## src/common/tlpi_pkg.sv

```systemverilog
// Contract
// - High-priority accepts go to vector 0008h, low-priority accepts to 0018h.
// - An enabled pending high-priority interrupt pre-empts a running low-priority routine.
// - Each source has an event flag, an enable and a priority bit.
// - Two-level mode only while priority_mode_enable is set; cleared at reset.
// - In priority mode control bit 7 enables all high-priority sources.
// - In priority mode control bit 6 enables all low-priority sources.
// - Flag, enable and matching global enable set means vector to chosen address.
// - In compatibility mode priority bits have no effect.
// - In compatibility mode bit 6 gates peripherals and bit 7 gates everything.
// - In compatibility mode every accepted interrupt vectors to 0008h.
// - Accepting clears the global enable that admitted the interrupt.
// - No low-priority interrupt is accepted during a high-priority routine.
// - Vectoring pushes the return address and loads the vector into the PC.
// - Return-from-interrupt leaves the routine and sets the enable cleared on entry; here a return in the same cycle as an accept is ignored.
// - Pin and port-change latency is three to four cycles, instruction length aside.
// - Flags set on their event whatever the enable bits.
// - Each external pin has an edge select: 1 rising, 0 falling.
package tlpi_pkg;

  // ****************************************
  // Sizes and map
  // ****************************************
  localparam int NSRC = 8;
  localparam int NPIN = 3;
  localparam int PC_W = 21;
  // Sources 0..2 external pins, 3 port change, 4 timer; 5..7 peripherals
  localparam logic [NSRC-1:0] PERIPH_MASK = 8'hE0;
  localparam logic [NSRC-1:0] PIN_MASK = 8'h07;
  localparam logic [NSRC-1:0] PORTCHG_MASK = 8'h08;

  // ****************************************
  // Register offsets and fields
  // ****************************************
  localparam logic [3:0] ADDR_RESET_CTRL = 4'h0;
  localparam logic [3:0] ADDR_INT_CTRL = 4'h1;
  localparam logic [3:0] ADDR_FLAG = 4'h2;
  localparam logic [3:0] ADDR_ENABLE = 4'h3;
  localparam logic [3:0] ADDR_PRIORITY = 4'h4;
  localparam logic [3:0] ADDR_EDGE = 4'h5;
  localparam logic [3:0] ADDR_STATUS = 4'h6;
  localparam int BIT_PRIO_MODE = 7;
  localparam int BIT_GIE_HIGH = 7;
  localparam int BIT_GIE_LOW = 6;
  localparam logic [7:0] RESET_CTRL_RST = 8'h00;
  localparam logic [7:0] INT_CTRL_RST = 8'h00;
  localparam logic [7:0] FLAG_RST = 8'h00;
  localparam logic [7:0] ENABLE_RST = 8'h00;
  localparam logic [7:0] PRIORITY_RST = 8'hFF;
  localparam logic [NPIN-1:0] EDGE_RST = 3'h7;

  // ****************************************
  // Vectors and timing
  // ****************************************
  localparam logic [PC_W-1:0] VEC_HIGH = 21'h000008;
  localparam logic [PC_W-1:0] VEC_LOW = 21'h000018;
  localparam logic [1:0] LAT_CYCLES = 2'h3;

  typedef struct packed {
    logic valid;
    logic [PC_W-1:0] vector;
    logic high;
  } tlpi_vec_t;

  typedef enum logic [2:0] {
    ST_IDLE = 3'b001,
    ST_WAIT = 3'b010,
    ST_TAKE = 3'b100
  } tlpi_state_t;

  function automatic logic [7:0] tlpi_sel(input logic [3:0] a, input logic [3:0] k,
                                          input logic [7:0] v);
    return (a == k) ? v : 8'h00;
  endfunction

endpackage

```

## src/verilog/tlpi_ctrl.sv

```systemverilog
`timescale 1ns/1ps
module tlpi_ctrl
  import tlpi_pkg::*;
(
  input wire logic clk,
  input wire logic reset,
  input wire logic clk_en,
  input wire logic [3:0] reg_addr,
  input wire logic [7:0] reg_wdata,
  input wire logic reg_wr,
  input wire logic reg_rd,
  output logic [7:0] reg_rdata,
  input wire logic [NPIN-1:0] ext_pin,
  input wire logic [NSRC-1:0] src_event,
  input wire logic instr_boundary,
  input wire logic [PC_W-1:0] return_pc,
  input wire logic return_from_interrupt_instr,
  output logic vector_take,
  output logic [PC_W-1:0] vector_pc,
  output logic stack_push,
  output logic [PC_W-1:0] stack_push_data,
  output logic in_high_service,
  output logic in_low_service
);

  // ****************************************
  // Registers
  // ****************************************
  logic priority_mode_enable;
  logic high_level_global_enable;
  logic low_level_global_enable;
  logic [2:0] ctrl_misc;
  logic [NSRC-1:0] flag;
  logic [NSRC-1:0] enable;
  logic [NSRC-1:0] prio;
  logic [NPIN-1:0] ext_pin0_edge_select;
  logic [NPIN-1:0] pin_prev;
  logic [1:0] lat_cnt;
  tlpi_state_t state;
  tlpi_vec_t pend;

  // ****************************************
  // Decode
  // ****************************************
  wire logic wr_rst = reg_wr && reg_addr == ADDR_RESET_CTRL;
  wire logic wr_ic = reg_wr && reg_addr == ADDR_INT_CTRL;
  wire logic wr_flag = reg_wr && reg_addr == ADDR_FLAG;
  // Pin edge per select bit
  wire logic [NPIN-1:0] pin_edge = ext_pin0_edge_select & ext_pin & ~pin_prev
                                 | ~ext_pin0_edge_select & ~ext_pin & pin_prev;
  wire logic [NSRC-1:0] evt = src_event | {{(NSRC-NPIN){1'b0}}, pin_edge};
  wire logic [NSRC-1:0] active = flag & enable;
  // Compatibility mode ignores prio entirely
  wire logic [NSRC-1:0] eff_prio = priority_mode_enable ? prio : {NSRC{1'b1}};
  wire logic [NSRC-1:0] compat_ok = active & (~PERIPH_MASK | {NSRC{low_level_global_enable}});
  wire logic req_high = priority_mode_enable
                      ? high_level_global_enable && |(active & eff_prio)
                      : high_level_global_enable && |compat_ok;
  // Low level blocked while high service runs
  wire logic req_low = priority_mode_enable && low_level_global_enable && !in_high_service
                     && |(active & ~eff_prio);
  wire logic fast_src = |((active & eff_prio & ~(PIN_MASK | PORTCHG_MASK)));
  wire tlpi_vec_t next_pend = '{valid: req_high || req_low,
                                vector: req_high ? VEC_HIGH : VEC_LOW,
                                high: req_high};
  wire logic [7:0] rd_mux = tlpi_sel(reg_addr, ADDR_RESET_CTRL, {priority_mode_enable, 7'h00})
    | tlpi_sel(reg_addr, ADDR_INT_CTRL,
               {high_level_global_enable, low_level_global_enable, 3'h0, ctrl_misc})
    | tlpi_sel(reg_addr, ADDR_FLAG, flag)
    | tlpi_sel(reg_addr, ADDR_ENABLE, enable)
    | tlpi_sel(reg_addr, ADDR_PRIORITY, prio)
    | tlpi_sel(reg_addr, ADDR_EDGE, {5'h00, ext_pin0_edge_select})
    | tlpi_sel(reg_addr, ADDR_STATUS, {6'h00, in_high_service, in_low_service});
  // Same qualifiers as the sequencer, so a dropped request never clears an enable
  wire logic take = state == ST_TAKE && next_pend.valid && instr_boundary;
  wire logic ret = return_from_interrupt_instr && (in_high_service || in_low_service);

  // ****************************************
  // Bus and configuration
  // ****************************************
  always_ff @(posedge clk) begin
    if (reset) begin
      priority_mode_enable <= RESET_CTRL_RST[BIT_PRIO_MODE];
      enable <= ENABLE_RST;
      prio <= PRIORITY_RST;
      ext_pin0_edge_select <= EDGE_RST;
      ctrl_misc <= INT_CTRL_RST[2:0];
      reg_rdata <= 8'h00;
      pin_prev <= '0;
    end else if (clk_en) begin
      pin_prev <= ext_pin;
      reg_rdata <= reg_rd ? rd_mux : 8'h00;
      if (wr_rst) begin
        priority_mode_enable <= reg_wdata[BIT_PRIO_MODE];
      end
      if (wr_ic) begin
        ctrl_misc <= reg_wdata[2:0];
      end
      if (reg_wr && reg_addr == ADDR_ENABLE) begin
        enable <= reg_wdata;
      end
      if (reg_wr && reg_addr == ADDR_PRIORITY) begin
        prio <= reg_wdata;
      end
      if (reg_wr && reg_addr == ADDR_EDGE) begin
        ext_pin0_edge_select <= reg_wdata[NPIN-1:0];
      end
    end
  end

  // ****************************************
  // Flags: event wins over software clear
  // ****************************************
  always_ff @(posedge clk) begin
    if (reset) begin
      flag <= FLAG_RST;
    end else if (clk_en) begin
      flag <= (wr_flag ? reg_wdata : flag) | evt;
    end
  end

  // ****************************************
  // Global enables and service level
  // ****************************************
  always_ff @(posedge clk) begin
    if (reset) begin
      high_level_global_enable <= INT_CTRL_RST[BIT_GIE_HIGH];
      low_level_global_enable <= INT_CTRL_RST[BIT_GIE_LOW];
      in_high_service <= 1'b0;
      in_low_service <= 1'b0;
    end else if (clk_en) begin
      if (wr_ic) begin
        high_level_global_enable <= reg_wdata[BIT_GIE_HIGH];
        low_level_global_enable <= reg_wdata[BIT_GIE_LOW];
      end
      if (take) begin
        // Compat mode takes every request at the high level (pend.high) and bit 7 gates all of them, so clearing it is right
        if (pend.high) begin
          high_level_global_enable <= 1'b0;
          in_high_service <= 1'b1;
        end else begin
          low_level_global_enable <= 1'b0;
          in_low_service <= 1'b1;
        end
      end else if (ret) begin
        // Innermost level returns first; low service resumes underneath
        if (in_high_service) begin
          high_level_global_enable <= 1'b1;
          in_high_service <= 1'b0;
        end else begin
          low_level_global_enable <= 1'b1;
          in_low_service <= 1'b0;
        end
      end
    end
  end

  // ****************************************
  // Acceptance sequencer
  // ****************************************
  always_ff @(posedge clk) begin
    if (reset) begin
      state <= ST_IDLE;
      pend <= '0;
      lat_cnt <= 2'h0;
      vector_take <= 1'b0;
      vector_pc <= '0;
      stack_push <= 1'b0;
      stack_push_data <= '0;
    end else if (clk_en) begin
      vector_take <= 1'b0;
      stack_push <= 1'b0;
      case (state)
        ST_IDLE: begin
          // High request pre-empts a running low routine
          if (next_pend.valid) begin
            pend <= next_pend;
            lat_cnt <= fast_src ? 2'h1 : LAT_CYCLES - 2'h1;
            state <= ST_WAIT;
          end
        end
        ST_WAIT: begin
          // Count is 1 for fast sources and 2 otherwise; ST_TAKE still waits for instr_boundary, so instruction length adds latency
          if (lat_cnt <= 2'h1) begin
            state <= ST_TAKE;
          end else begin
            lat_cnt <= lat_cnt - 2'h1;
          end
        end
        ST_TAKE: begin
          if (!next_pend.valid) begin
            state <= ST_IDLE;
          end else if (instr_boundary) begin
            vector_take <= 1'b1;
            vector_pc <= pend.vector;
            stack_push <= 1'b1;
            stack_push_data <= return_pc;
            state <= ST_IDLE;
          end
        end
        default: begin
          state <= ST_IDLE;
        end
      endcase
    end
  end

endmodule

```

## config.mk

```make
export PLATFORM = sky130hd
export DESIGN_NAME = tlpi_ctrl
export DESIGN_NICKNAME = d
export VERILOG_FILES = /design/src/common/tlpi_pkg.sv /design/src/verilog/tlpi_ctrl.sv
export SDC_FILE = /design/constraint.sdc
export NUM_CORES = 1
export LEC_CHECK = 0
export BUFFER_PORTS_ARGS = -buffer_cell sky130_fd_sc_hd__buf_2
export CORE_ASPECT_RATIO = 1.1
export CORE_MARGIN = 5
export CORE_UTILIZATION = 53
export DETAILED_ROUTE_END_ITERATION = 10
export PLACE_DENSITY = 0.78
export SYNTH_ARGS = -nofsm -noshare
export SYNTH_HDL_FRONTEND = slang
export SYNTH_SLANG_ARGS = --single-unit
```

## constraint.sdc

```tcl
create_clock -name clk -period 2.25 [get_ports clk]
set_clock_uncertainty 0.1 [all_clocks]
set_input_delay 0.1125 -clock clk [delete_from_list [all_inputs] [get_ports clk]]
set_output_delay 0.1125 -clock clk [all_outputs]
set_load 0.01 [all_outputs]
```

==> reports/qor.log, run 1 <==
qor: global_routing.first_pass_grt_wire_length 18.8 mm
qor: clock_network.cts_inserted_buffers 9
qor: critical_path.r2r_end stack_push_data[2]
qor: final_layout.sequential_cell_area 1560 sq um
qor: detailed_routing.routed_wl 11.5 mm
qor: die.floorplan.die.width 93.4 um
qor: timing.final-hold-violation-count 0
qor: clock_network.cts.clk_slew.worst_paths 0.09 ns
qor: power.power.static_leakage 0.00206 uW
qor: synth.synth-warning-count 0
qor: critical_path.worstSetupPathType reg2reg
qor: synth.register_area_share_after_synthesis 38.5%
qor: critical_path.timing.rr.start flag[0]
qor: global_routing.antenna_found_initial 0
qor: die.fp.dieH 102 um
qor: timing.fmaxAchievable 479 MHz
qor: timing.finalWorstPathRequiredPeriod 2.09 ns
qor: synth.syn-mean-instance-area 8.23 sq um
qor: clock_network.post_cts.repair.setup_buffers 0
qor: final_layout.finish.net_count 661
qor: synth.asyncSetResetFlopFracSynth 0%
qor: clock_network.cell_chosen_for_the_clock_root sky130_fd_sc_hd__clkbuf_8
qor: timing.fin_tns_setup 0 ns
qor: critical_path.largest_incremental_delay_on_the_critical_path 0.36 ns
qor: power.worst_voltage_drop_across_the_vdd_grid 0.000467 V
qor: final_layout.area_used_by_multi_input_combinational_logic 2190 sq um
qor: place.finalWeightedCongestion 0.925
qor: detailed_routing.routed-via-count 4097
qor: die.core.rowCount 33
qor: place.buffer_ports.inserted 85
qor: critical_path.slowest_stage sky130_fd_sc_hd__dfxtp_1
qor: die.floorplan.initialDensity 54.3%
qor: clock_network.tritoncts done
qor: timing.finalCritPeriodShare 92.8%
qor: timing.finalSetupViolCount 0
qor: hold_path.hold_path.startpoint reset
qor: die.top_level_ports 105
qor: critical_path.cp_cell_sequence a22oi_1 -> nand4_1 -> o21ai_0 -> o21a_1 -> buf_4 -> o31ai_1 -> a21oi_1
qor: critical_path.worst-path-max-fanout 17
qor: hold_path.holdPathEnd enable[6]
qor: detailed_routing.drt_pre_antenna_iters 5
qor: final_layout.stdcell_count 719
qor: global_routing.maximum_number_of_pins_on_one_net_before_global_route_repair 37
qor: detailed_routing.drt_first_iter_violations 265
qor: outcome.status completed
qor: clock_network.htree_num_levels 3
qor: detailed_routing.vias_per_cell 5.70
qor: synth.postSynthRegisterBits 78
qor: final_layout.antennaDiodeCount 0
qor: critical_path.worst_reg2reg_path_depth 7
qor: critical_path.crit_required 2.45 ns
qor: die.dieArea 9510 sq um
qor: clock_network.clock_path_buffers 2
qor: timing.maxSlewViolCount 0
qor: hold_path.hold_depth 2
qor: global_routing.via_count_of_the_first_global_routing_pass 3962
qor: synth.syn_area 4060 sq um
qor: final_layout.finish.utilization 68.0%
qor: die.core_area 7470 sq um
qor: synth.number_of_distinct_standard_cells_referenced_by_the_synthesized_netlist 55
qor: detailed_routing.route.antenna.remaining_nets 0
qor: clock_network.clk_latency 0.37 ns
qor: final_layout.fillCellCount 599
qor: place.detailedPlacementHpwl 7.90 mm
qor: critical_path.regToRegSetupSlack 0.16 ns
qor: global_routing.grt.overflow.total 0
qor: hold_path.holdCritPathClass in2reg
qor: clock_network.clock_sink_count 78
qor: global_routing.gr-usage-all-layers 24.5%
qor: critical_path.setup.worst_path.start_class flop
qor: detailed_routing.route.detailed.drc 0
qor: critical_path.timing.critical_path.arrival 2.29 ns
qor: critical_path.endpoint_kind flop
qor: run.drv.max_cap_violation_count 0
qor: timing.grt_setup_unrepaired no
qor: synth.post_synth_edffs 0
qor: synth.most_used_dff_post_synth sky130_fd_sc_hd__dfxtp_1
qor: detailed_routing.wl_per_cell 16.0 um
qor: power.power_per_cell_area 539 nW/um^2
qor: final_layout.drive_gt1_share 21.3%
qor: place.place.detailed.instances 660
qor: synth.synthesis.instances 493
qor: final_layout.syn_to_final_growth 25.3%
-- worst max-delay path: cells and delay by family (launching register included) --
family                 cells  cell delay [ns]
flip-flops                 1             0.36
buffers and inverters      1             0.25
AND/OR/NAND/NOR            1             0.15
AO/OA/AOI/OAI              5             1.16
-- cells by family after synthesis --
| group | Yosys count | synth area share [%] |
|---|---|---|
| AOI/OAI and AO/OA | 127 | 20.8 |
| adders and majority gates | 1 | 0.308 |
| other | 1 | 0.0924 |
| and+or+nand+nor | 199 | 26.2 |
| muxes | 20 | 4.93 |
| buffers and inverters | 67 | 9.22 |
| DFF | 78 | 38.5 |
-- cell type report --
class,instances,share of cell area (%)
Multi-Input combinational cell,366,43.1
Tap cell,105,2.58
Timing Repair Buffer,145,19.3
Clock inverter,7,1.21
Sequential cell,78,30.7
Inverter,9,0.664
Clock buffer,9,2.44
-- power breakdown --
group	switching, uW	total (uW)	internal, uW
clock network	588	1010	421
logic	162	303	141
registers	23.8	1430	1400
-- through the flow --
step | setup WS [ns] | area, sq um | power (uW) | hold WS [ns]
floorplan | 0.510 | 4130 | 1620 | 0.134
global placement | 0.300 | 4470 | 1690 | 0.252
detailed placement | 0.251 | 4470 | 1700 | 0.267
CTS | 0.219 | 5080 | 2750 | 0.0113
global route | 0.0307 | 5080 | 2850 | 0.0578
finish | 0.162 | 5080 | 2740 | 0.0325
-- Yosys cell counts (2+ instances only) --
cell,number,share of area (%)
sky130_fd_sc_hd__a211o_1,4,0.86
sky130_fd_sc_hd__a22o_1,3,0.65
sky130_fd_sc_hd__and2_1,3,0.46
sky130_fd_sc_hd__inv_1,8,0.74
sky130_fd_sc_hd__and3_1,4,0.62
sky130_fd_sc_hd__a21oi_1,42,5.2
sky130_fd_sc_hd__nand3b_1,19,3.5
sky130_fd_sc_hd__dfxtp_1,78,38
sky130_fd_sc_hd__o21a_1,2,0.37
sky130_fd_sc_hd__a221oi_1,2,0.43
sky130_fd_sc_hd__and2b_1,2,0.37
sky130_fd_sc_hd__nor2b_1,3,0.46
sky130_fd_sc_hd__o21ai_0,14,1.7
sky130_fd_sc_hd__nor3_1,6,0.74
sky130_fd_sc_hd__a31oi_1,8,1.2
sky130_fd_sc_hd__clkbuf_1,23,2.1
sky130_fd_sc_hd__a21o_1,2,0.37
sky130_fd_sc_hd__nand2b_1,7,1.1
sky130_fd_sc_hd__nor2b_4,2,0.68
sky130_fd_sc_hd__nand4_1,26,4.0
sky130_fd_sc_hd__a22oi_1,13,2.4
sky130_fd_sc_hd__a211oi_1,3,0.56
sky130_fd_sc_hd__buf_4,22,4.1
sky130_fd_sc_hd__buf_2,8,0.99
sky130_fd_sc_hd__o31ai_1,23,4.3
sky130_fd_sc_hd__nand2_1,63,5.8
sky130_fd_sc_hd__nor2_1,40,3.7
sky130_fd_sc_hd__a222oi_1,2,0.49
sky130_fd_sc_hd__buf_6,4,1.1
sky130_fd_sc_hd__nand3_1,11,1.4
sky130_fd_sc_hd__o2111ai_1,3,0.65
sky130_fd_sc_hd__mux2i_1,20,4.9
-- routing by layer --
layer | track usage, % | vias up | wire (um)
li1 | - | 1967 | -
met1 | 29.8 | 1919 | 4730
met2 | 41.7 | 186 | 5640
met3 | 5.65 | 25 | 834
met4 | 10.0 | 0 | 265
met5 | 0 | - | 0
-- sequential cells by signal, summed over array words and instances, names as in the netlist, 2 cells and up --
| signal | flops |
|---|---|
| pin_prev | 3 |
| reg_rdata | 8 |
| prio | 8 |
| pend | 3 |
| ext_pin0_edge_select | 3 |
| enable | 8 |
| stack_push_data | 21 |
| state | 3 |
| ctrl_misc | 3 |
| flag | 8 |
| lat_cnt | 2 |
| vector_pc | 2 |
-- placed cells by master (no fill, tap or decap), types with 2 or more instances in the layout --
cell | synthesis | routed
sky130_fd_sc_hd__and3_1 | 4 | 4
sky130_fd_sc_hd__o31ai_1 | 23 | 23
sky130_fd_sc_hd__a211o_1 | 4 | 4
sky130_fd_sc_hd__nor2b_1 | 3 | 3
sky130_fd_sc_hd__a222oi_1 | 2 | 2
sky130_fd_sc_hd__buf_2 | 8 | 85
sky130_fd_sc_hd__nor3_1 | 6 | 6
sky130_fd_sc_hd__inv_6 | 0 | 3
sky130_fd_sc_hd__nand3_1 | 11 | 11
sky130_fd_sc_hd__nor2b_4 | 2 | 2
sky130_fd_sc_hd__nand2b_1 | 7 | 7
sky130_fd_sc_hd__mux2i_1 | 20 | 20
sky130_fd_sc_hd__o21a_1 | 2 | 2
sky130_fd_sc_hd__a21o_1 | 2 | 2
sky130_fd_sc_hd__dlygate4sd3_1 | 0 | 43
sky130_fd_sc_hd__and2b_1 | 2 | 2
sky130_fd_sc_hd__nand2_1 | 63 | 63
sky130_fd_sc_hd__a22o_1 | 3 | 3
sky130_fd_sc_hd__buf_4 | 22 | 17
sky130_fd_sc_hd__inv_1 | 8 | 8
sky130_fd_sc_hd__dfxtp_1 | 78 | 78
sky130_fd_sc_hd__a31oi_1 | 8 | 8
sky130_fd_sc_hd__nor2_1 | 40 | 40
sky130_fd_sc_hd__a211oi_1 | 3 | 3
sky130_fd_sc_hd__a221oi_1 | 2 | 2
sky130_fd_sc_hd__o2111ai_1 | 3 | 3
sky130_fd_sc_hd__clkbuf_8 | 0 | 9
sky130_fd_sc_hd__a21oi_1 | 42 | 42
sky130_fd_sc_hd__nand3b_1 | 19 | 19
sky130_fd_sc_hd__a22oi_1 | 13 | 13
sky130_fd_sc_hd__conb_1 | 1 | 19
sky130_fd_sc_hd__nand4_1 | 26 | 26
sky130_fd_sc_hd__o21ai_0 | 14 | 14
sky130_fd_sc_hd__clkinvlp_4 | 0 | 2
sky130_fd_sc_hd__and2_1 | 3 | 3
-- how the worst max path moves through the flow --
stage / from / endpoint / cells after the start
floorplan: state[0] / stack_push_data[10] / 6
CTS: priority_mode_enable / stack_push_data[2] / 7
finish: flag[0] / stack_push_data[2] / 7
detailed placement: priority_mode_enable / stack_push_data[2] / 7
global route: reg_addr[3] / flag[6] / 7
global placement: flag[0] / in_high_service / 7
-- timing repair --
item,4_1_cts,5_1_grt
resized for setup,0,0
hold buffers,43,0
hold endpoints to repair,53,0
Note: power is estimated with default switching activity, not from simulation.
==> inputs of run 2 (changes only) <==
Settings changed: CTS_BUF_LIST set to sky130_fd_sc_hd__clkbuf_8 sky130_fd_sc_hd__clkbuf_16, REMOVE_ABC_BUFFERS set to 1.
==> run 2 against run 1 <==
Net effect: first-iteration DRC count fell by 23%; design area rose by 0.93%; critical path type unchanged; hold slack got worse by 0.015 ns; largest cell class unchanged.
==> reports/qor.log, run 2 (synthesis results as in run 1) <==
qor: outcome.status completed
qor: die.fp.dieH 102 um [unchanged]
qor: detailed_routing.vias_per_cell 5.59 [-1.9%]
qor: timing.final-hold-violation-count 0 [unchanged]
qor: critical_path.setup.worst_path.start_class flop
qor: die.floorplan.initialDensity 54.3% [unchanged]
qor: power.power.static_leakage 0.00209 uW [+1.2%]
qor: place.buffer_ports.inserted 85 [unchanged]
qor: timing.fmaxAchievable 495 MHz [+3.4%]
qor: final_layout.antennaDiodeCount 0 [unchanged]
qor: clock_network.tritoncts done
qor: global_routing.first_pass_grt_wire_length 18.5 mm [-1.4%]
qor: critical_path.timing.critical_path.arrival 2.20 ns [-0.09 ns]
qor: detailed_routing.drt_pre_antenna_iters 5 [unchanged]
qor: die.dieArea 9510 sq um [unchanged]
qor: clock_network.clk_latency 0.35 ns [-0.02 ns]
qor: final_layout.design_area 5130 sq um [+0.93%]
qor: global_routing.gr-usage-all-layers 24.1% [-0.38 points]
qor: global_routing.grt.overflow.total 0 [unchanged]
qor: final_layout.finish.net_count 655 [-0.91%]
qor: timing.finalCritPeriodShare 89.8% [-3.0 points]
qor: place.placed_cell_area 4440 sq um [-0.62%]
qor: critical_path.worst-path-max-fanout 15 [-2]
qor: detailed_routing.drt_first_iter_violations 204 [-23%]
qor: power.worst_voltage_drop_across_the_vdd_grid 0.000501 V [+7.3%]
qor: detailed_routing.route.detailed.drc 0 [unchanged]
qor: timing.finalWorstPathRequiredPeriod 2.02 ns [-0.0679 ns]
qor: clock_network.cts.clk_slew.worst_paths 0.08 ns [about the same]
qor: place.finalWeightedCongestion 0.919 [-0.65%]
qor: run.drv.max_cap_violation_count 0 [unchanged]
qor: clock_network.clock_sink_count 78 [unchanged]
qor: critical_path.worstSetupPathType reg2reg
qor: clock_network.htree_num_levels 3 [unchanged]
qor: die.top_level_ports 105 [unchanged]
qor: detailed_routing.wl_per_cell 15.9 um [-0.15%]
qor: detailed_routing.route.antenna.remaining_nets 0 [unchanged]
qor: die.core.rowCount 33 [unchanged]
qor: timing.setup_ws 0.229 ns [+0.0679 ns]
qor: die.floorplan.die.width 93.4 um [unchanged]
qor: detailed_routing.routed-via-count 3986 [-2.7%]
qor: global_routing.antenna_found_initial 0 [unchanged]
qor: timing.grt_setup_unrepaired no
qor: clock_network.clock_path_buffers 2 [unchanged]
qor: timing.finalSetupViolCount 0 [unchanged]
qor: timing.worst_hold_margin 0.0171 ns [-0.0153 ns]
qor: final_layout.register_bank_with_the_most_flops stack_push_data
qor: global_routing.via_count_of_the_first_global_routing_pass 3768 [-4.9%]
qor: hold_path.holdCritPathClass in2reg
qor: final_layout.fillCellCount 604 [+0.83%]
qor: clock_network.cell_chosen_for_the_clock_root sky130_fd_sc_hd__clkbuf_8
qor: final_layout.syn_to_final_growth 26.5%
qor: final_layout.finish.utilization 68.7% [+0.64 points]
qor: final_layout.largest_reg_flops 21 [unchanged]
qor: global_routing.maximum_number_of_pins_on_one_net_before_global_route_repair 60 [+62%]
qor: power.power_per_cell_area 589 nW/um^2 [+9.3%]
qor: final_layout.final_cell_mix sky130_fd_sc_hd__buf_2, sky130_fd_sc_hd__dfxtp_1, sky130_fd_sc_hd__nand2_1
qor: place.detailedPlacementHpwl 7.49 mm [-5.1%]
qor: timing.fin_tns_setup 0 ns [unchanged]
qor: final_layout.layout_commonest_cell sky130_fd_sc_hd__buf_2
qor: detailed_routing.routed_wl 11.4 mm [-0.99%]
qor: final_layout.drive_gt1_share 20.2% [-1.1 points]
qor: timing.maxSlewViolCount 0 [unchanged]
qor: clock_network.cts_inserted_buffers 9 [unchanged]
qor: critical_path.crit_required 2.43 ns [-0.02 ns]
qor: critical_path.endpoint_kind flop
qor: die.core_area 7470 sq um [unchanged]
qor: place.dp_slack 0.158 ns [-0.0925 ns]
## run 2: cell types whose count changed in the layout (fill, tap and decap cells not counted), moves of 2 or more
cell | before | now
sky130_fd_sc_hd__buf_12 | 0 | 2
sky130_fd_sc_hd__clkbuf_8 | 9 | 11
sky130_fd_sc_hd__bufinv_16 | 0 | 3
sky130_fd_sc_hd__clkinvlp_4 | 2 | 0
sky130_fd_sc_hd__inv_1 | 8 | 10
sky130_fd_sc_hd__buf_4 | 17 | 8
sky130_fd_sc_hd__inv_6 | 3 | 0
## run 2: worst max-delay path, stage by stage (launching register included)
cell and delay (ns):
sky130_fd_sc_hd__dfxtp_1 0.43, sky130_fd_sc_hd__nand3b_1 0.16, sky130_fd_sc_hd__o2111ai_1 0.14, sky130_fd_sc_hd__o2111ai_1 0.33, sky130_fd_sc_hd__o21a_1 0.28, sky130_fd_sc_hd__buf_4 0.25
sky130_fd_sc_hd__o31ai_1 0.09, sky130_fd_sc_hd__a21oi_1 0.17
## run 2: final cells by class
type / instances / area, sq um / share of cell area, %
repair buffers: 139 / 966 / 18.8
well taps: 105 / 131 / 2.56
inverters: 9 / 33.8 / 0.658
multi-input cells: 366 / 2190 / 42.7
clock buffers: 11 / 151 / 2.95
clock inverters: 5 / 97.6 / 1.90
flip-flops and latches: 78 / 1560 / 30.4
## run 2: per-stage QoR
step / std cells / power [uW]
after floorplan: 453 / 1560
after global placement: 653 / 1690
after detailed placement: 653 / 1700
after CTS: 713 / 3030
after global routing: 713 / 3140
final: 713 / 3020
## run 2: repair_timing
| action | in CTS | in global routing |
|---|---|---|
| hold buffers | 44 | 0 |
| endpoints found under the setup margin | 0 | 10 |
| setup buffers | 0 | 0 |
| gates resized for setup | 0 | 2 |
| endpoints found under the hold margin | 52 | 0 |
## run 2: power breakdown
part / total (uW) / switching (uW) / internal, uW
clock network: 1290 / 499 / 790
registers: 1430 / 23.2 / 1400
logic: 307 / 163 / 144
total: 3020 / 685 / 2340
## run 2: path summary, 6_finish.rpt
kind / start / end / slack [ns] / depth (start not counted)
worst min register to register: stack_push_data[6] / stack_push_data[6] / 0.37 / 2
worst max register to register: prio[4] / stack_push_data[13] / 0.23 / 7
worst min-delay path: return_from_interrupt_instr / in_high_service / 0.02 / 4
worst max-delay path: prio[4] / stack_push_data[13] / 0.23 / 7
## run 2: routing by layer
metal / track usage (%) / up-vias / share of wire (%)
li1: - / 1957 / -
met1: 30.6 / 1844 / 41
met2: 40.5 / 159 / 48
met3: 4.75 / 26 / 8.2
met4: 9.24 / 0 / 2.4
met5: 0 / - / 0
